--- src/pvt_pkg.sv ---
// shared constants, state codes and carrier structs for the profile mode logic
`default_nettype none
package pvt_pkg;

  // ---------------------------------------------------------------
  // mode codes and bit positions
  // ---------------------------------------------------------------
  localparam logic [7:0]  MODE_PROF_VEL  = 8'h03;
  localparam logic [7:0]  MODE_PROF_TRQ  = 8'h04;
  localparam int          CTRL_HALT_BIT  = 8;
  localparam int          ST_TARGET_BIT  = 10;
  localparam int          ST_LIMIT_BIT   = 11;
  localparam int          ST_ZERO_BIT    = 12;
  localparam int          ST_DEV_BIT     = 13;
  localparam int          POL_VEL_BIT    = 6;
  localparam int          SUBMODE_BIT    = 5;
  localparam logic [15:0] PROFILE_TRAP   = 16'h0000;
  localparam logic [15:0] PROFILE_JERK   = 16'h0003;
  localparam logic [15:0] STATUS_RESET   = 16'h1000;

  // ---------------------------------------------------------------
  // timing: control tick derived from the system clock
  // ---------------------------------------------------------------
  localparam int CLK_PERIOD_NS  = 4;
  localparam int TICK_PERIOD_NS = 1000000;
  localparam int TICK_CYCLES    = TICK_PERIOD_NS / CLK_PERIOD_NS;
  localparam int TICKS_PER_SEC  = 1000000000 / TICK_PERIOD_NS;
  localparam int TIMER_W        = 17;
  localparam int NUM_TIMERS     = 4;

  // ---------------------------------------------------------------
  // mode state, one-hot
  // ---------------------------------------------------------------
  typedef enum logic [2:0] {
    ST_IDLE = 3'b001,
    ST_VEL  = 3'b010,
    ST_TRQ  = 3'b100
  } mode_state_t;

  // ---------------------------------------------------------------
  // carriers
  // ---------------------------------------------------------------
  typedef struct packed {
    logic signed [31:0] target;
    logic [31:0]        maxProfile;
    logic [31:0]        maxMotor;
    logic [31:0]        accel;
    logic [31:0]        decel;
    logic [31:0]        jerk;
    logic [15:0]        profileType;
    logic [7:0]         polarity;
    logic [31:0]        window;
    logic [15:0]        windowTime;
    logic [31:0]        threshold;
    logic [15:0]        thresholdTime;
    logic [31:0]        maxSlip;
    logic [15:0]        slipTimeout;
  } vel_cfg_t;

  typedef struct packed {
    logic signed [15:0] target;
    logic [15:0]        maxTorque;
    logic [15:0]        maxCurrent;
    logic [15:0]        motorMaxCurrent;
    logic [31:0]        slope;
    logic [15:0]        window;
    logic [15:0]        windowTime;
    logic [31:0]        submode;
  } trq_cfg_t;

  typedef struct packed {
    logic signed [31:0] velActual;
    logic signed [15:0] trqActual;
    logic signed [31:0] slipError;
  } feedback_t;

endpackage
`default_nettype wire

--- src/profile_velocity_torque_modes.sv ---
// velocity profile and torque profile mode logic of the drive controller
// Overview of operation
// - Mode code 3 in the selector runs the velocity profile mode.
// - Mode code 4 in the selector runs the torque profile mode.
// - Velocity mode: halt stops motor; falling edge ramps up, rising brakes.
// - Velocity mode bit 10: reached/in window, or braking/zero speed under halt.
// - Speed reached only after staying inside the window for window time.
// - Bit 12 clears once speed exceeded threshold for threshold time.
// - Closed loop: bit 13 set when slippage exceeds limit beyond timeout.
// - Polarity bit 6 inverts the sign of the target speed.
// - Ramp shape 0 trapezoidal, 3 jerk-limited; jerk only applied for 3.
// - Speed capped at smaller of profile and motor maximum speed.
// - Ramp output is both speed demand and speed controller setpoint.
// - Operation enabled in velocity mode ramps to target within limits.
// - Torque mode runs only while closed loop control is active.
// - Torque mode: halt stops motor; falling edge starts, rising stops.
// - Torque reached only after staying in band for window time.
// - Torque mode bit 10: torque reached, or braking/zero speed under halt.
// - Torque mode bit 11 set when target torque exceeds max torque.
// - Torque quantities are in thousandths of rated torque.
// - Target torque limited to smaller of max current and max torque.
// - Torque ramp slope limited per second; ramp output is torque demand.
// - Values above rated torque allowed but capped at motor max current.
// - Submode bit 5 zero: speed cap and field weakening; one: neither.
`timescale 1ns/1ns
`default_nettype none
module profile_velocity_torque_modes #(
  parameter int TICK_CYCLES = pvt_pkg::TICK_CYCLES
) (
  input  wire logic             sys_clk,
  input  wire logic             rst_n,
  input  wire logic [7:0]       operating_mode_selector,
  input  wire logic [15:0]      ctrlWord,
  input  wire logic             opEnabled,
  input  wire logic             closedLoop,
  input  wire pvt_pkg::vel_cfg_t velCfg,
  input  wire pvt_pkg::trq_cfg_t trqCfg,
  input  wire pvt_pkg::feedback_t fb,
  output logic [15:0]           statusWord,
  output logic signed [31:0]    velDemand,
  output logic signed [31:0]    velSetpoint,
  output logic signed [31:0]    torqueDemand,
  output logic                  speedCapEn,
  output logic                  fieldWeakEn
);
  // ---------------------------------------------------------------
  // helpers
  // ---------------------------------------------------------------
  function automatic logic [31:0] absS(input logic signed [31:0] v);
    absS = v[31] ? 32'(-v) : 32'(v);
  endfunction
  function automatic logic [31:0] min32(input logic [31:0] a, input logic [31:0] b);
    min32 = (a < b) ? a : b;
  endfunction
  // ---------------------------------------------------------------
  // control tick divider
  // ---------------------------------------------------------------
  logic [31:0] tickCnt_q;
  logic [31:0] tickCnt_d;
  logic        tick_q;
  logic        tick_d;
  // one tick pulse every TICK_CYCLES clocks
  always_comb begin
    tick_d    = 1'b0;
    tickCnt_d = tickCnt_q + 32'h0000_0001;
    if (tickCnt_q >= 32'(TICK_CYCLES - 1)) begin
      tickCnt_d = 32'h0000_0000;
      tick_d    = 1'b1;
    end
  end
  always_ff @(posedge sys_clk) begin
    if (!rst_n) begin
      tickCnt_q <= 32'h0000_0000;
      tick_q    <= 1'b0;
    end else begin
      tickCnt_q <= tickCnt_d;
      tick_q    <= tick_d;
    end
  end
  // ---------------------------------------------------------------
  // mode selection
  // ---------------------------------------------------------------
  pvt_pkg::mode_state_t stateQ;
  pvt_pkg::mode_state_t stateD;
  logic                 halt;
  assign halt = ctrlWord[pvt_pkg::CTRL_HALT_BIT];
  // leaving operation enabled drops straight to idle
  always_comb begin
    stateD = pvt_pkg::ST_IDLE;
    if (opEnabled) begin
      if (operating_mode_selector == pvt_pkg::MODE_PROF_VEL) begin
        stateD = pvt_pkg::ST_VEL;
      end else if (operating_mode_selector == pvt_pkg::MODE_PROF_TRQ && closedLoop) begin
        stateD = pvt_pkg::ST_TRQ;
      end
    end
  end
  always_ff @(posedge sys_clk) begin
    if (!rst_n) begin
      stateQ <= pvt_pkg::ST_IDLE;
    end else begin
      stateQ <= stateD;
    end
  end
  // ---------------------------------------------------------------
  // velocity ramp generator
  // ---------------------------------------------------------------
  logic signed [31:0] vDem_q;
  logic signed [31:0] vDem_d;
  logic [31:0]        aCur_q;
  logic [31:0]        aCur_d;
  logic [31:0]        velLim;
  logic signed [31:0] tgtRaw;
  logic signed [31:0] tgtClamp;
  logic signed [31:0] velTgt;
  logic signed [31:0] vDiff;
  logic [31:0]        aLim;
  logic [31:0]        aStep;
  logic               jerkMode;
  logic               speedingUp;
  assign velLim   = min32(velCfg.maxProfile, velCfg.maxMotor) & 32'h7fff_ffff;
  assign tgtRaw   = velCfg.polarity[pvt_pkg::POL_VEL_BIT] ? -velCfg.target : velCfg.target;
  assign jerkMode = (velCfg.profileType == pvt_pkg::PROFILE_JERK);
  // clamp target, zero it while halted so the ramp brakes to standstill
  always_comb begin
    tgtClamp = tgtRaw;
    if (tgtRaw > $signed(velLim)) begin
      tgtClamp = $signed(velLim);
    end else if (tgtRaw < -$signed(velLim)) begin
      tgtClamp = -$signed(velLim);
    end
    velTgt = (stateQ == pvt_pkg::ST_VEL && !halt) ? tgtClamp : 32'sh0000_0000;
  end
  always_comb begin
    vDem_d     = vDem_q;
    aCur_d     = aCur_q;
    vDiff      = velTgt - vDem_q;
    speedingUp = (absS(velTgt) > absS(vDem_q)) &&
                 (velTgt[31] == vDem_q[31] || vDem_q == 32'sh0000_0000);
    aLim       = speedingUp ? velCfg.accel : velCfg.decel;
    aStep      = jerkMode ? min32(aCur_q + velCfg.jerk, aLim) : aLim;
    if (aStep == 32'h0000_0000) begin
      aStep = 32'h0000_0001;             // a zero limit must not freeze the axis
    end
    if (stateQ != pvt_pkg::ST_VEL) begin
      vDem_d = 32'sh0000_0000;
      aCur_d = 32'h0000_0000;
    end else if (tick_q) begin
      if (absS(vDiff) <= aStep) begin
        vDem_d = velTgt;
        aCur_d = 32'h0000_0000;
      end else begin
        vDem_d = vDiff[31] ? vDem_q - $signed(aStep) : vDem_q + $signed(aStep);
        aCur_d = jerkMode ? aStep : 32'h0000_0000;
      end
    end
  end
  always_ff @(posedge sys_clk) begin
    if (!rst_n) begin
      vDem_q <= 32'sh0000_0000;
      aCur_q <= 32'h0000_0000;
    end else begin
      vDem_q <= vDem_d;
      aCur_q <= aCur_d;
    end
  end
  // ---------------------------------------------------------------
  // torque ramp generator
  // ---------------------------------------------------------------
  logic signed [31:0] tDem_q;
  logic signed [31:0] tDem_d;
  logic [31:0]        trqLim;
  logic signed [31:0] trqTgtIn;
  logic signed [31:0] trqTgt;
  logic signed [31:0] tDiff;
  logic [31:0]        tStep;
  // limits in thousandths of rated torque
  assign trqLim   = min32(min32(32'(trqCfg.maxTorque), 32'(trqCfg.maxCurrent)),
                          32'(trqCfg.motorMaxCurrent));
  assign trqTgtIn = 32'(trqCfg.target);
  always_comb begin
    trqTgt = trqTgtIn;
    if (trqTgtIn > $signed(trqLim)) begin
      trqTgt = $signed(trqLim);
    end else if (trqTgtIn < -$signed(trqLim)) begin
      trqTgt = -$signed(trqLim);
    end
    if (stateQ != pvt_pkg::ST_TRQ || halt) begin
      trqTgt = 32'sh0000_0000;
    end
  end
  // slope per second spread over ticks
  always_comb begin
    tDem_d = tDem_q;
    tDiff  = trqTgt - tDem_q;
    tStep  = trqCfg.slope / 32'(pvt_pkg::TICKS_PER_SEC);
    if (tStep == 32'h0000_0000) begin
      tStep = 32'h0000_0001;             // slow slopes still creep forward
    end
    if (stateQ != pvt_pkg::ST_TRQ) begin
      tDem_d = 32'sh0000_0000;
    end else if (tick_q) begin
      if (absS(tDiff) <= tStep) begin
        tDem_d = trqTgt;
      end else begin
        tDem_d = tDiff[31] ? tDem_q - $signed(tStep) : tDem_q + $signed(tStep);
      end
    end
  end
  always_ff @(posedge sys_clk) begin
    if (!rst_n) begin
      tDem_q <= 32'sh0000_0000;
    end else begin
      tDem_q <= tDem_d;
    end
  end
  // ---------------------------------------------------------------
  // persistence timers: window, threshold, slippage, torque window
  // ---------------------------------------------------------------
  logic [pvt_pkg::NUM_TIMERS-1:0]                    cond;
  logic [pvt_pkg::NUM_TIMERS-1:0]                    hold;
  logic [pvt_pkg::NUM_TIMERS-1:0][pvt_pkg::TIMER_W-1:0] limT;
  logic [pvt_pkg::NUM_TIMERS-1:0][pvt_pkg::TIMER_W-1:0] cnt_q;
  logic [pvt_pkg::NUM_TIMERS-1:0][pvt_pkg::TIMER_W-1:0] cnt_d;
  always_comb begin
    cond[0] = absS(fb.velActual - velTgt) <= velCfg.window;
    cond[1] = absS(fb.velActual) > velCfg.threshold;
    cond[2] = closedLoop && (absS(fb.slipError) > velCfg.maxSlip);
    cond[3] = absS(32'(fb.trqActual) - trqTgt) <= 32'(trqCfg.window);
    limT[0] = 17'(velCfg.windowTime);
    limT[1] = 17'(velCfg.thresholdTime);
    limT[2] = 17'(velCfg.slipTimeout) + 17'h0_0001;  // strictly longer than timeout
    limT[3] = 17'(trqCfg.windowTime);
  end
  // counters restart whenever the condition drops
  for (genvar i = 0; i < pvt_pkg::NUM_TIMERS; i++) begin : g_timer
    always_comb begin
      cnt_d[i] = cnt_q[i];
      if (!cond[i]) begin
        cnt_d[i] = '0;
      end else if (tick_q && cnt_q[i] != '1) begin
        cnt_d[i] = cnt_q[i] + 17'h0_0001;
      end
      hold[i] = cond[i] && (cnt_q[i] >= limT[i]);
    end
    always_ff @(posedge sys_clk) begin
      if (!rst_n) begin
        cnt_q[i] <= '0;
      end else begin
        cnt_q[i] <= cnt_d[i];
      end
    end
  end
  // ---------------------------------------------------------------
  // status word and output registers
  // ---------------------------------------------------------------
  logic [15:0] status_q;
  logic [15:0] status_d;
  logic        capEn_q;
  logic        capEn_d;
  logic        fwEn_q;
  logic        fwEn_d;
  // bits 12 and 13 report in every mode, 10 and 11 per mode
  always_comb begin
    status_d = 16'h0000;
    capEn_d  = 1'b1;
    fwEn_d   = 1'b1;
    status_d[pvt_pkg::ST_ZERO_BIT] = !hold[1];
    status_d[pvt_pkg::ST_DEV_BIT]  = hold[2];
    case (stateQ)
      pvt_pkg::ST_VEL: begin
        status_d[pvt_pkg::ST_TARGET_BIT] = halt ? !hold[1] : hold[0];
      end
      pvt_pkg::ST_TRQ: begin
        status_d[pvt_pkg::ST_TARGET_BIT] = halt ? !hold[1] : hold[3];
        status_d[pvt_pkg::ST_LIMIT_BIT]  = absS(trqTgtIn) > 32'(trqCfg.maxTorque);
        capEn_d = !trqCfg.submode[pvt_pkg::SUBMODE_BIT];
        fwEn_d  = !trqCfg.submode[pvt_pkg::SUBMODE_BIT];
      end
      pvt_pkg::ST_IDLE: status_d[pvt_pkg::ST_TARGET_BIT] = 1'b0;
      default: begin
        status_d = pvt_pkg::STATUS_RESET;
      end
    endcase
  end
  always_ff @(posedge sys_clk) begin
    if (!rst_n) begin
      status_q <= pvt_pkg::STATUS_RESET;
      capEn_q  <= 1'b1;
      fwEn_q   <= 1'b1;
    end else begin
      status_q <= status_d;
      capEn_q  <= capEn_d;
      fwEn_q   <= fwEn_d;
    end
  end
  assign velDemand    = vDem_q;
  assign velSetpoint  = vDem_q;
  assign torqueDemand = tDem_q;
  assign statusWord   = status_q;
  assign speedCapEn   = capEn_q;
  assign fieldWeakEn  = fwEn_q;
endmodule // profile_velocity_torque_modes
`default_nettype wire

--- config.mk ---
export PLATFORM = sky130hd
export DESIGN_NAME = profile_velocity_torque_modes
export DESIGN_NICKNAME = d
export VERILOG_FILES = /design/src/pvt_pkg.sv /design/src/profile_velocity_torque_modes.sv
export SDC_FILE = /design/constraint.sdc
export NUM_CORES = 2
export LEC_CHECK = 0
export ABC_CLOCK_PERIOD_IN_PS = 62000
export BUFFER_PORTS_ARGS = -buffer_cell sky130_fd_sc_hd__clkbuf_2
export CORE_MARGIN = 2
export CORE_UTILIZATION = 55
export CTS_BUF_LIST = sky130_fd_sc_hd__clkbuf_8
export CTS_CLUSTER_SIZE = 14
export DETAILED_ROUTE_END_ITERATION = 8
export GPL_ROUTABILITY_DRIVEN = 1
export PLACE_DENSITY = 0.78
export SYNTH_ARGS = -nofsm -noshare
export SYNTH_HDL_FRONTEND = slang
export SYNTH_SLANG_ARGS = --single-unit
export TNS_END_PERCENT = 1
--- constraint.sdc ---
create_clock -name sys_clk -period 62 [get_ports sys_clk]
set_input_delay 0 -clock sys_clk [delete_from_list [all_inputs] [get_ports sys_clk]]
set_output_delay 0 -clock sys_clk [all_outputs]
set_load 0.005 [all_outputs]
==> impl_metrics.ini <==
[detailed_routing]
ant_nets = 0
drcViolationCount = 0
drt-vias-per-instance = 6.02
dr_total_vias = 48400
first_iter_violations = 2975
wirelength_um = 144000
detail_route.wl_per_cell_um = 17.9
drt_first_pass_iters = 7

[setup_path]
crit_required_ns = 62.50
critPathCaptureType = register
crit_fanout = 23
cp-start-kind = input port
cp_slowest_cell = nor3_1
slowest_delay_ns = 0.93
worst_path_most_repeated_cell = a21oi_1
critical_path_class = in2reg
cp.arrival_ns = 27.21

[floorplanning]
start_util_pct = 55.4
die_h_um = 294
rows = 106
ioPinCount = 742
core_mm2 = 0.0834
die_x_um = 294
dieArea_mm2 = 0.0863

[synth]
async_reset_ff_share_pct = 0
synth_warnings = 0
synth_seq_cells = 205
syn-mean-instance-area_um2 = 7.24
synth_top_flop_cell = dfxtp_1
syn_inst = 6386
synth_cell_types = 138
yosysSeqAreaShare_pct = 8.88
yosysTopAreaCellShare_pct = 19.5
netlist_area_mm2 = 0.0462
synth_area_leaders = ha_1 20%, xnor2_1 9.7%, dfxtp_1 8.9%
yosys.area.top_type = ha_1
synth_edf_count = 0

[cells_and_area]
seq_area_mm2 = 0.00411
multiInputGateArea_mm2 = 0.0390
mostFrequentLayoutCell = ha_1
syn_to_final_growth_pct = 10.9
final_nets = 8272
drive_gt1_share_pct = 13.6
fillCellCount = 7669
layout_common_cells = 721 x ha_1, 673 x clkbuf_2, 590 x nor2_1
final_area_mm2 = 0.0512

[placement]
port_buffers = 673
dp_slack_ns = 35.13
dp_hpwl_um = 118000
place.gp.congestion = 0.971
place_area_mm2 = 0.0502

[run_status]
status = completed

[run]
drv_cap = 0

[timing]
min_period_ns = 26.71
drv_slew = 0
setup_viol = 0
max_slew_margin_pct = 8.18
finalHoldViolations = 0
clock_skew_ns = 0.0331
rsz0062_at_grt = no
fin_crit_sh_pct = 43.1
tns_ns = 0
setup_ws_ns = 35.29
fmax_mhz = 37.4
hold_slack_ns = 0.0525
worst_slew_pin_slew_ns = 1.37

[clocking]
ctsLongestPathBuffers = 3
clock-sinks = 205
insertion_delay_ns = 0.62
cts-root-buf = clkbuf_8
cts_htree_levels = 2
cts_buffers = 42
cts_setup_buffers = 0
cts_tree = done
clk_transition_reported_paths_ns = 0.07

[grt]
antenna_found_initial = 16
grt_max_degree = 81
grt_pass1_wl_um = 228000
grt_pass1_vias = 45500
overflow = 0
grt_usage_pct = 31.9

[min_path]
worstHoldPathType = in2reg
## timing repair
item                                   4_1_cts  5_1_grt
hold buffers                                14        0
endpoints found under the hold margin        8        0
gates resized for setup                      0        0
## worst max-delay path, delay by kind of cell
| kind | cells | cell delay [ns] |
|---|---|---|
| AND/OR/NAND/NOR | 14 | 4.06 |
| AO/OA/AOI/OAI | 65 | 18.85 |
| buffers and inverters | 7 | 1.62 |
| multiplexers | 3 | 0.83 |
| adder cells (fa/ha/maj) | 2 | 0.52 |
| XOR/XNOR | 5 | 1.22 |
## flip-flops by register name, indices dropped and copies added, names as in the netlist
signal	flops
cnt_q	68
tickCnt_q	32
aCur_q	32
stateQ	3
fieldWeakEn	1
velDemand	32
tick_q	1
torqueDemand	32
statusWord	4
## layer usage
layer / GRT usage (%) / vias to the layer above / part of all wire (%)
met5: 0 / - / 0.036
met1: 39.3 / 22400 / 42
li1: - / 23900 / -
met4: 14.2 / 8 / 4.2
met3: 4.21 / 375 / 6.7
met2: 55.3 / 1647 / 48
## synth_stat cells, drive strengths merged (14+ instances only)
| cell type | number |
|---|---|
| dfxtp | 205 |
| o21a | 43 |
| inv | 537 |
| o21bai | 91 |
| clkbuf | 171 |
| a31o | 17 |
| nor2 | 595 |
| nand2b | 163 |
| o211ai | 51 |
| or3 | 73 |
| and4 | 17 |
| a221oi | 15 |
| or4 | 28 |
| a31oi | 71 |
| mux2 | 22 |
| or2 | 46 |
| o22ai | 23 |
| nor3 | 100 |
| mux2i | 87 |
| nand4 | 130 |
| ha | 721 |
| o21ai | 373 |
| buf | 97 |
| xnor2 | 515 |
| and3 | 78 |
| a22oi | 35 |
| a211oi | 92 |
| a21oi | 459 |
| a21o | 240 |
| o31ai | 81 |
| nand3 | 103 |
| o41ai | 29 |
| and2 | 39 |
| nor4 | 61 |
| nand2 | 411 |
| nor2b | 143 |
| xor2 | 189 |
| a211o | 14 |
## worst paths after layout
check / startpoint / end / slack [ns] / cells past startpoint
worst max register to register: stateQ[2]$_SDFF_PP0_ / velDemand[31]$_SDFFE_PP0P_ / 44.35 / 85
worst min-delay path: rst_n / tick_q$_SDFF_PN0_ / 0.05 / 2
worst max-delay path: trqCfg[90] / torqueDemand[31]$_SDFFE_PN0P_ / 35.29 / 96
worst min register to register: tickCnt_q[0]$_SDFF_PP0_ / tickCnt_q[0]$_SDFF_PP0_ / 0.47 / 1
## metrics by stage
| stage | std cells | util, % |
|---|---|---|
| after floorplan | 6411 | - |
| after global placement | 7938 | 60.1 |
| after detailed placement | 7938 | 60.1 |
| after CTS | 8023 | 61.4 |
| after global routing | 8032 | 61.4 |
| final | 8039 | 61.4 |
## final cells by class
| type | instances | share of cell area [%] |
|---|---|---|
| Multi-Input combinational cell | 5400 | 76.1 |
| Sequential cell | 205 | 8.02 |
| Timing Repair Buffer | 729 | 7.46 |
| Inverter | 538 | 3.95 |
| Tap cell | 1080 | 2.64 |
| Clock buffer | 53 | 1.42 |
| Clock inverter | 18 | 0.322 |
| Antenna cell | 16 | 0.0781 |
## cell families (layout without fill, tap and decap cells)
| family | after synthesis | in the layout | synth area share, % |
|---|---|---|---|
| AO/OA/AOI/OAI | 1795 | 1795 | 26.0 |
| XOR/XNOR | 704 | 704 | 13.4 |
| adder cells (fa/ha/maj) | 735 | 735 | 20.0 |
| buffers and inverters | 806 | 1338 | 7.18 |
| flip-flops | 205 | 205 | 8.88 |
| multiplexers | 109 | 109 | 2.45 |
| other | 1 | 42 | 0.00812 |
| AND/OR/NAND/NOR | 2031 | 2031 | 22.0 |
Power is left out: the tool's default activity adds up to more than one toggle a clock period on the data nets, which glitch-free logic cannot reach.
